**src/rtl/fos_pkg.sv**
```systemverilog
// package: forced output stop control constants and register layout
package fos_pkg;

	localparam int          FOS_NUM_INST  = 2;
	localparam int          FOS_ADDR_W    = 20;
	localparam int          FOS_DATA_W    = 16;
	localparam int          FOS_NUM_CMP   = 3;

	localparam logic [19:0] FOS_ADDR_CTL0 = 20'hF0630;
	localparam logic [19:0] FOS_ADDR_CTL1 = 20'hF0632;
	localparam logic [19:0] FOS_ADDR_REL  = 20'hF0634;
	localparam logic [19:0] FOS_ADDR_STAT = 20'hF0636;

	localparam logic [15:0] FOS_CTL_RESET = 16'h0000;
	localparam logic [15:0] FOS_CTL_MASK  = 16'hF17F;
	localparam logic [15:0] FOS_RD_ZERO   = 16'h0000;

	localparam logic [1:0]  FOS_CC_NOW     = 2'h0;
	localparam logic [1:0]  FOS_CC_NOW_INA = 2'h1;
	localparam logic [1:0]  FOS_CC_PER     = 2'h2;
	localparam logic [1:0]  FOS_CC_PER_INA = 2'h3;

	// control register image, bit 15 first
	typedef struct packed {
		logic       f2_pin_trigger_enable;
		logic [2:0] f2_comparator_enable;
		logic [2:0] rsvd_hi;
		logic       f2_release_mode;
		logic       rsvd_lo;
		logic [2:0] f1_comparator_enable;
		logic       f1_clear_cond_hi;
		logic       f1_clear_cond_lo;
		logic       output_state_sel_hi;
		logic       output_state_sel_lo;
	} fos_ctl_s;

	// forced pin state of one timer instance
	typedef struct packed {
		logic hiz;
		logic drive;
		logic level;
	} fos_out_s;

endpackage

```
**src/rtl/fos_sync.sv**
```systemverilog
// two-flop synchroniser plus one history flop for edge detection
`timescale 1ns/100ps
`default_nettype none
module fos_sync #(
	parameter int WIDTH = 4
) (
	// clock and reset
	input  wire logic             clock,
	input  wire logic             rst_b,
	// asynchronous levels in
	input  wire logic [WIDTH-1:0] async_in,
	// synchronised level and its previous value
	output logic      [WIDTH-1:0] sync_out,
	output logic      [WIDTH-1:0] sync_prev
);

	logic [WIDTH-1:0] meta_r;

	// first flop feeds only the second one
	always_ff @(posedge clock or negedge rst_b) begin
		if (!rst_b) begin
			meta_r   <= '0;
			sync_out <= '0;
		end else begin
			meta_r   <= async_in;
			sync_out <= meta_r;
		end
	end

	always_ff @(posedge clock or negedge rst_b) begin
		if (!rst_b) begin
			sync_prev <= '0;
		end else begin
			sync_prev <= sync_out;
		end
	end

endmodule
`default_nettype wire

```
**src/rtl/fos_top.sv**
```systemverilog
// forced output stop control: registers, two stop instances, forced pin states
`timescale 1ns/100ps
`default_nettype none
module fos_top
	import fos_pkg::*;
(
	// clock and reset
	input  wire logic                    clock,
	input  wire logic                    rst_b,
	// register port
	input  wire logic [FOS_ADDR_W-1:0]   reg_addr,
	input  wire logic [FOS_DATA_W-1:0]   reg_wdata,
	input  wire logic                    reg_wr,
	input  wire logic                    reg_rd,
	output logic      [FOS_DATA_W-1:0]   reg_rdata_r,
	// trigger sources, asynchronous
	input  wire logic                    comparator_zero,
	input  wire logic                    comparator_one,
	input  wire logic                    comparator_two,
	input  wire logic                    external_irq_pin,
	// timer status, same clock
	input  wire logic [FOS_NUM_INST-1:0] timer_run_enable,
	input  wire logic [FOS_NUM_INST-1:0] period_start,
	// stop state and forced outputs
	output logic      [FOS_NUM_INST-1:0] f1_active_r,
	output logic      [FOS_NUM_INST-1:0] f2_active_r,
	output logic      [FOS_NUM_INST-1:0] stop_hiz_r,
	output logic      [FOS_NUM_INST-1:0] stop_drive_r,
	output logic      [FOS_NUM_INST-1:0] stop_level_r
);

	fos_ctl_s                  ctl_r     [FOS_NUM_INST];
	logic [FOS_NUM_INST-1:0]   f1_act_r;
	logic [FOS_NUM_INST-1:0]   f1_pend_r;
	logic [FOS_NUM_INST-1:0]   f2_act_r;
	logic [FOS_NUM_INST-1:0]   f2_rev_r;
	logic [FOS_NUM_INST-1:0]   run_q_r;
	logic [FOS_NUM_INST-1:0]   trig1_q_r;
	logic [FOS_NUM_INST-1:0]   trig2_q_r;
	logic [FOS_NUM_INST-1:0]   f1_act_nxt;
	logic [FOS_NUM_INST-1:0]   f1_pend_nxt;
	logic [FOS_NUM_INST-1:0]   f2_act_nxt;
	logic [FOS_NUM_INST-1:0]   f2_rev_nxt;
	logic [FOS_NUM_INST-1:0]   trig1;
	logic [FOS_NUM_INST-1:0]   trig2;
	logic [FOS_NUM_INST-1:0]   f1_rise;
	logic [FOS_NUM_INST-1:0]   f2_rise;
	logic [FOS_NUM_INST-1:0]   f2_fall;
	logic [FOS_NUM_INST-1:0]   period_evt;
	logic [FOS_NUM_INST-1:0]   rel_wr;
	fos_out_s                  out_nxt   [FOS_NUM_INST];
	logic [FOS_NUM_CMP-1:0]    cmp_s;
	logic [FOS_NUM_CMP:0]      src_s;
	logic                      pin_s;
	logic                      wr_ctl0;
	logic                      wr_ctl1;
	logic                      wr_rel;
	logic [FOS_DATA_W-1:0]     rdata_nxt;

	// pins come from other clock domains
	fos_sync #(
		.WIDTH (FOS_NUM_CMP + 1)
	) u_sync (
		.clock     (clock),
		.rst_b     (rst_b),
		.async_in  ({external_irq_pin, comparator_two, comparator_one, comparator_zero}),
		.sync_out  (src_s),
		// history left open: edges are taken after source selection, per instance
		.sync_prev ()
	);

	assign cmp_s   = src_s[FOS_NUM_CMP-1:0];
	assign pin_s   = src_s[FOS_NUM_CMP];
	assign wr_ctl0 = reg_wr && (reg_addr == FOS_ADDR_CTL0);
	assign wr_ctl1 = reg_wr && (reg_addr == FOS_ADDR_CTL1);
	assign wr_rel  = reg_wr && (reg_addr == FOS_ADDR_REL);

	// next state of function 1: {active, release pending}
	function automatic logic [1:0] f1_step(
		input logic       act,
		input logic       pend,
		input logic [1:0] cc,
		input logic       rel,
		input logic       trig,
		input logic       rise,
		input logic       per
	);
		logic a;
		logic p;
		a = act;
		p = pend;
		if (act) begin
			case (cc)
				FOS_CC_NOW: begin
					if (rel) a = 1'b0;
				end
				FOS_CC_NOW_INA: begin
					if (rel && !trig) a = 1'b0;
				end
				FOS_CC_PER: begin
					if (rel) p = 1'b1;
				end
				FOS_CC_PER_INA: begin
					if (rel && !trig) p = 1'b1;
				end
				default: begin
					a = act;
				end
			endcase
			// period events only while the timer runs
			if (pend && per) begin
				a = 1'b0;
			end
		end
		if (!a) begin
			p = 1'b0;
		end
		// engage beats any release in the same cycle
		if (rise) begin
			a = 1'b1;
			p = 1'b0;
		end
		return {a, p};
	endfunction

	// next state of function 2: {active, reverse edge seen}
	function automatic logic [1:0] f2_step(
		input logic act,
		input logic rev,
		input logic mode,
		input logic fall,
		input logic rise,
		input logic per
	);
		logic a;
		logic r;
		a = act;
		r = rev;
		if (act) begin
			if (!mode) begin
				if (per) a = 1'b0;
			end else begin
				if (rev && per) a = 1'b0;
				if (fall) r = 1'b1;
			end
		end
		if (!a) begin
			r = 1'b0;
		end
		if (rise) begin
			a = 1'b1;
			r = 1'b0;
		end
		return {a, r};
	endfunction

	// control registers, reserved bits never stored
	always_ff @(posedge clock or negedge rst_b) begin
		if (!rst_b) begin
			ctl_r[0] <= fos_ctl_s'(FOS_CTL_RESET);
			ctl_r[1] <= fos_ctl_s'(FOS_CTL_RESET);
		end else begin
			if (wr_ctl0) ctl_r[0] <= fos_ctl_s'(reg_wdata & FOS_CTL_MASK);
			if (wr_ctl1) ctl_r[1] <= fos_ctl_s'(reg_wdata & FOS_CTL_MASK);
		end
	end

	// read data stand for exactly one cycle after the strobe
	always_comb begin
		rdata_nxt = FOS_RD_ZERO;
		if (reg_rd) begin
			case (reg_addr)
				FOS_ADDR_CTL0: rdata_nxt = ctl_r[0];
				FOS_ADDR_CTL1: rdata_nxt = ctl_r[1];
				FOS_ADDR_STAT: rdata_nxt = {12'h000, f2_act_r, f1_act_r};
				default:       rdata_nxt = FOS_RD_ZERO;
			endcase
		end
	end

	always_ff @(posedge clock or negedge rst_b) begin
		if (!rst_b) begin
			reg_rdata_r <= FOS_RD_ZERO;
		end else begin
			reg_rdata_r <= rdata_nxt;
		end
	end

	for (genvar i = 0; i < FOS_NUM_INST; i++) begin : g_inst
		// any enabled source engages the function
		assign trig1[i] = |(ctl_r[i].f1_comparator_enable & cmp_s);
		// pin and comparators for function 2
		assign trig2[i] = (|(ctl_r[i].f2_comparator_enable & cmp_s))
			|| (ctl_r[i].f2_pin_trigger_enable && pin_s);
		assign f1_rise[i] = trig1[i] && !trig1_q_r[i];
		assign f2_rise[i] = trig2[i] && !trig2_q_r[i];
		assign f2_fall[i] = !trig2[i] && trig2_q_r[i];
		// a restart stands in for the missed period
		assign period_evt[i] = timer_run_enable[i]
			&& (period_start[i] || !run_q_r[i]);
		assign rel_wr[i] = wr_rel && reg_wdata[i];
		assign {f1_act_nxt[i], f1_pend_nxt[i]} = f1_step(f1_act_r[i], f1_pend_r[i],
			{ctl_r[i].f1_clear_cond_hi, ctl_r[i].f1_clear_cond_lo},
			rel_wr[i], trig1[i], f1_rise[i], period_evt[i]);
		assign {f2_act_nxt[i], f2_rev_nxt[i]} = f2_step(f2_act_r[i], f2_rev_r[i],
			ctl_r[i].f2_release_mode, f2_fall[i], f2_rise[i], period_evt[i]);
		// function 1 wins; its hi-z only for codes 0x
		assign out_nxt[i].hiz   = f1_act_nxt[i] && !ctl_r[i].output_state_sel_hi;
		assign out_nxt[i].drive = (f1_act_nxt[i] && ctl_r[i].output_state_sel_hi)
			|| (f2_act_nxt[i] && !f1_act_nxt[i]);
		assign out_nxt[i].level = ctl_r[i].output_state_sel_lo;
	end

	always_ff @(posedge clock or negedge rst_b) begin
		if (!rst_b) begin
			f1_act_r  <= '0;
			f1_pend_r <= '0;
			f2_act_r  <= '0;
			f2_rev_r  <= '0;
		end else begin
			f1_act_r  <= f1_act_nxt;
			f1_pend_r <= f1_pend_nxt;
			f2_act_r  <= f2_act_nxt;
			f2_rev_r  <= f2_rev_nxt;
		end
	end

	always_ff @(posedge clock or negedge rst_b) begin
		if (!rst_b) begin
			run_q_r   <= '0;
			trig1_q_r <= '0;
			trig2_q_r <= '0;
		end else begin
			run_q_r   <= timer_run_enable;
			trig1_q_r <= trig1;
			trig2_q_r <= trig2;
		end
	end

	always_ff @(posedge clock or negedge rst_b) begin
		if (!rst_b) begin
			f1_active_r  <= '0;
			f2_active_r  <= '0;
			stop_hiz_r   <= '0;
			stop_drive_r <= '0;
			stop_level_r <= '0;
		end else begin
			f1_active_r <= f1_act_nxt;
			f2_active_r <= f2_act_nxt;
			for (int k = 0; k < FOS_NUM_INST; k++) begin
				stop_hiz_r[k]   <= out_nxt[k].hiz;
				stop_drive_r[k] <= out_nxt[k].drive;
				stop_level_r[k] <= out_nxt[k].level;
			end
		end
	end

	for (genvar j = 0; j < FOS_NUM_INST; j++) begin : g_chk

	end
endmodule
`default_nettype wire

```
**config.mk**
```make
export PLATFORM = sky130hd
export DESIGN_NAME = fos_top
export DESIGN_NICKNAME = d
export VERILOG_FILES = /design/src/rtl/fos_pkg.sv /design/src/rtl/fos_sync.sv /design/src/rtl/fos_top.sv
export SDC_FILE = /design/constraint.sdc
export NUM_CORES = 1
export LEC_CHECK = 0
export ABC_AREA = 1
export BUFFER_PORTS_ARGS = -buffer_cell sky130_fd_sc_hd__buf_2
export CAP_MARGIN = 20
export CORE_ASPECT_RATIO = 2
export CORE_MARGIN = 1
export CORE_UTILIZATION = 53
export CTS_CLUSTER_DIAMETER = 40
export DETAILED_ROUTE_END_ITERATION = 8
export PLACE_DENSITY = 0.8
export SYNTH_ARGS = -nofsm -noshare
export SYNTH_HDL_FRONTEND = slang
export SYNTH_HIERARCHICAL = 1
export SYNTH_SLANG_ARGS = --single-unit
```
**constraint.sdc**
```tcl
create_clock -name clock -period 1.6 [get_ports clock]
set_input_delay 0.24 -clock clock [delete_from_list [all_inputs] [get_ports clock]]
set_output_delay 0.24 -clock clock [all_outputs]
set_load 0.02 [all_outputs]
```
After elaboration in Yosys (flattened, before gate mapping)
Cells that the tools add are included.
{"block": "totals", "in_bits": 48, "output_inout_bits": 26, "elab_cells": 162, "ff_bits": 68}
{"block": "classes", "eq_ne": 24, "n_reduce_logical": 57, "mux": 46, "bitwise_logic": 4}
{"operator": "$eq 20x20->1 const B", "count": 4}
{"operator": "$pmux 16 s3", "count": 1}
{"operator": "$mux 1", "count": 40}
{"operator": "$logic_and 1x1->1", "count": 27}
{"operator": "$ne 3x3->1 const B", "count": 8}
{"operator": "$mux 16", "count": 1}
{"operator": "$ne 4x4->1 const B", "count": 4}
{"operator": "$logic_not 1->1", "count": 14}
{"operator": "$and 3x3->3", "count": 4}
{"operator": "$reduce_or 3->1", "count": 4}
{"operator": "$eq 2x2->1 const B", "count": 4}
{"operator": "$ne 4x2->1 const B", "count": 2}
{"operator": "$pmux 1 s2", "count": 4}
{"operator": "$reduce_and 4->1", "count": 2}
{"operator": "$logic_or 1x1->1", "count": 6}
{"operator": "$reduce_and 3->1", "count": 2}
{"operator": "$eq 2x1->1 const B", "count": 2}
{"operator": "$logic_not 2->1", "count": 2}

Depth between registers and ports, before layout
{"block": "depth", "word_depth": 12, "mapped_depth": 11, "mapped_depth_nobuf": 11}

Cells and area by module
The synthesis kept the hierarchy.
{"module": "fos_top", "area_each_um2": 2622.5, "cells_each": 320, "seq_area_each_um2": 1401.3, "n_inst": 1}
{"module": "fos_sync", "area_each_um2": 300.3, "cells_each": 12, "seq_area_each_um2": 300.3, "n_inst": 1}

Least setup slack after synthesis
No wires, ideal clock.
{"block": "synth_timing", "path_type": "input -> register", "from": "in reg_addr[6]", "to": "reg ctl_r[0] (netlist name)", "arrival_ns": 1.189, "t_required_ns": 1.477, "n_path_buf": 1, "path_stages": 9, "slack_ns": 0.288, "setup_time_ns": 0.123, "cell_sequence": "inv_1 -> nand2_1 -> nor2_1 -> nand2_2 -> nor2_4 -> nand3_4 -> buf_6 -> o21ai_0 -> nand2_1"}
{"block": "synth_via", "elab_chain_len": 2}
{"item": "start: declaration", "line_no": "fos_top.sv:11", "text": "input wire logic [FOS_ADDR_W-1:0] reg_addr,"}
{"item": "$eq 20x20->1", "line_no": "fos_top.sv:75", "text": "assign wr_ctl1 = reg_wr && (reg_addr == FOS_ADDR_CTL1);"}
{"item": "$logic_and 1x1->1", "line_no": "fos_top.sv:75"}
{"item": "end: declaration", "line_no": "fos_top.sv:32", "text": "fos_ctl_s ctl_r [FOS_NUM_INST];"}
No other way between the ends.
A chain may end at the register's enable or synchronous reset.

Worst setup path in the final report
{"block": "layout_timing", "from": "reg u_sync.sync_out[2]", "to": "reg f2_rev_r[0]"}
{"block": "layout_via", "elab_chain_len": 7, "word_cells_on_any_way": 11, "classes_between": "eq/ne: 3; mux: 1; bitwise: 1; reduce/logical: 6"}
{"item": "start: declaration", "line_no": "fos_sync.sv:13", "text": "output logic [WIDTH-1:0] sync_out,"}
{"item": "start signal: assignment", "line_no": "fos_sync.sv:26", "text": "sync_out <= meta_r;"}
{"item": "$and 3x3->3 (*)", "line_no": "fos_top.sv:193", "text": "assign trig2[i] = (|(ctl_r[i].f2_comparator_enable & cmp_s))"}
{"item": "$reduce_or 3->1 (*)", "line_no": "fos_top.sv:193"}
{"item": "$logic_or 1x1->1 (*)", "line_no": "fos_top.sv:194", "text": "|| (ctl_r[i].f2_pin_trigger_enable && pin_s);"}
{"item": "via trig2[0]", "line_no": "fos_top.sv:45", "text": "logic [FOS_NUM_INST-1:0] trig2;"}
{"item": "$logic_not 1->1", "line_no": "fos_top.sv:197", "text": "assign f2_fall[i] = !trig2[i] && trig2_q_r[i];"}
{"item": "$logic_and 1x1->1", "line_no": "fos_top.sv:197"}
{"item": "$ne 3x3->1 (no line)"}
{"item": "$reduce_and 3->1 (no line)"}
{"item": "end signal: assignment", "line_no": "fos_top.sv:224", "text": "f2_rev_r <= f2_rev_nxt;"}
{"item": "end: declaration", "line_no": "fos_top.sv:36", "text": "logic [FOS_NUM_INST-1:0] f2_rev_r;"}
The timed path passes the listed nets; every way through them passes the cells marked *.

==> metrics <==
outcome finished, final reports clean; number of design rule violations left after detail routing 0; area added between synthesis and finish 25.4%; fraction of final layout cells with drive strength greater than 1 25.1%; endpoint of the lowest-slack register-to-register path f2_rev_r[0]$_DFFE_PN0P_; root buffer cell sky130_fd_sc_hd__clkbuf_8; accumulated negative setup slack 0 ps; capture endpoint of the worst hold path run_q_r[1]$_DFF_PN0_; cell with the largest stage delay on the worst path sky130_fd_sc_hd__dfrtp_1; category of cells accounting for the largest share of critical-path delay flip-flops; worst reg2reg setup slack 190 ps; 1st-pass router iterations 5; post-cts resize count 0; latest clock arrival within the worst-skew pair 340 ps; element type at the critical path start flip-flop; Critical Path Max Stage Delay 450 ps; final hold slack 15.9 ps; CP max FO 4; antenna viol nets, final 0; Setup violations, final 0; via count 2465; total of warnings raised by yosys 6; vias per cell 5.18; boundary pin count 74; clock tree from TritonCTS yes; Design Area, Final 3540 um2; achievable frequency 709 MHz; total congestion overflow after global routing 0; cell seen most often among critical-path stages sky130_fd_sc_hd__nor2_1; Min-Delay Path Depth 1; diode insertion count for antenna repair 0; total clock buffers created by CTS 9; maximum level of the CTS H-tree 3; buffer levels on the longest clock path 2; clock sink count 64; Lkg Pwr 1.94 nW; CP Data Required Time 1830 ps; cell area after synthesis 2820 um2; number of hold buffers added after cts 6; routed wire length per instance 13.6 um; Die H 105 um; gate count after technology mapping 328; unrepaired setup endpoints after global routing no; Setup crit end kind flip-flop; initial core utilization 54.9%; Crit Path Class flip-flop to flip-flop; Avg Synthesized Cell Area 8.61 um2; total die area 5640 um2; start point of the worst hold path timer_run_enable[1]; Floorplan Core Area 5140 um2; antenna violations before repair 0; CP Cell Sequence nand2_1, nand4_1, ha_1, nor2_1, o22ai_1, nor2_1; startpoint of the lowest-slack register-to-register path u_sync/sync_out[2]$_DFF_PN0_; power density over the cells 898 nW/um2; detailed-placement wirelength estimate 4860 um; data arrival time of the critical path 1640 ps; number of DRC violations after detailed-routing iteration 0 87; minimum period implied by the final worst setup slack 1410 ps; GRT Overall Usage 26.9%; maximum number of pins on one net before global-route repair 65; Worst R2R Path Depth 6; Site Rows 37; port bufs 65; final layout net count 463; overall routed net length 6470 um; final worst path period share 88.2%; Clock Skews 8.52 ps; wire length of the first global-routing pass 10400 um; Buf/Inv on CP 0; final hold violations 0; via count of the first global-routing pass 2348; Placer Congestion 0.914; die width 53.6 um; worst-case vdd ir drop 954 uV; buffer count from post-CTS setup fixing 0; number of pins with negative max-slew slack in the final report 0; clock transition at the registers of the reported paths 70 ps; worst min-delay path category input port to flip-flop; Placement Cell Area 3300 um2; max-cap violation count 0
layout by cell type, fill, tap and decap left out, drive strengths merged:
cell         instances
clkinv               4
nor2                40
a21boi               1
nand3               27
inv                 35
a21oi               14
o22ai                2
nand2              102
o21ai               16
clkinvlp             1
clkbuf              11
nand4               12
nor3                 1
conb                 4
dlygate4sd3          6
buf                 76
ha                   2
dfrtp               64
worst register-to-register path, stage by stage, from the launching register on:
cell                      delay [ps]
sky130_fd_sc_hd__dfrtp_1         450
sky130_fd_sc_hd__nand2_1         100
sky130_fd_sc_hd__nand4_1         160
sky130_fd_sc_hd__ha_1            340
sky130_fd_sc_hd__nor2_1           50
sky130_fd_sc_hd__o22ai_1         130
sky130_fd_sc_hd__nor2_1           70
per-stage QoR:
| step | worst slack (ps) | util, % | cells | power (mW) |
|---|---|---|---|---|
| floorplan | 288 | - | 331 | 1.80 |
| global placement | 55.9 | 64.2 | 454 | 1.94 |
| detailed placement | -4.59 | 64.2 | 454 | 1.95 |
| CTS | 203 | 68.9 | 476 | 3.21 |
| global route | 61.8 | 68.9 | 476 | 3.30 |
| finish | 189 | 68.9 | 476 | 3.18 |
registers in the layout, indices dropped and copies added, names as in the netlist:
register / cells
stop_hiz_r: 2
u_sync/meta_r: 4
u_sync/sync_out: 4
reg_rdata_r: 12
run_q_r: 2
f2_active_r: 2
f1_active_r: 2
trig1_q_r: 2
f1_pend_r: 2
f2_rev_r: 2
stop_level_r: 2
ctl_r: 24
trig2_q_r: 2
stop_drive_r: 2
final cells by class:
class                   count  area (um2)
clock inverters             5        31.3
repair buffers             82         531
clock buffers              11         151
well taps                  58        72.6
multi-input cells         221        1020
fillers                   434        1600
inverters                  35         131
flip-flops and latches     64        1600
report_power, final:
group,leakage [nW],internal [mW],switching [mW]
combinational,1.05,0.0939,0.151
sequential,0.796,1.65,0.0304
clock,0.0951,0.640,0.613
total,1.94,2.39,0.795
layer usage:
layer	share of wire [%]	vias up	track usage, %
met1	34	1133	26.9
met5	0	-	0
li1	-	1203	-
met2	55	104	44.6
met3	5.4	25	6.40
met4	5.7	0	21.1
worst max-delay path by stage:
stage | from | to | slack [ps] | depth (start not counted)
after floorplan | reg_addr[6] | ctl_r[0]$_DFFE_PN0P_ | 290 | 9
after global placement | reg_addr[1] | stop_drive_r[1]$_DFF_PN0_ | 60 | 11
after detailed placement | reg_addr[8] | ctl_r[12]$_DFFE_PN0P_ | -5 | 10
after CTS | u_sync/sync_out[2]$_DFF_PN0_ | f2_rev_r[0]$_DFFE_PN0P_ | 200 | 6
after global routing | u_sync/sync_out[2]$_DFF_PN0_ | stop_drive_r[1]$_DFF_PN0_ | 60 | 8
final | u_sync/sync_out[2]$_DFF_PN0_ | f2_rev_r[0]$_DFFE_PN0P_ | 190 | 6
Power figures use the tool's default switching activity.
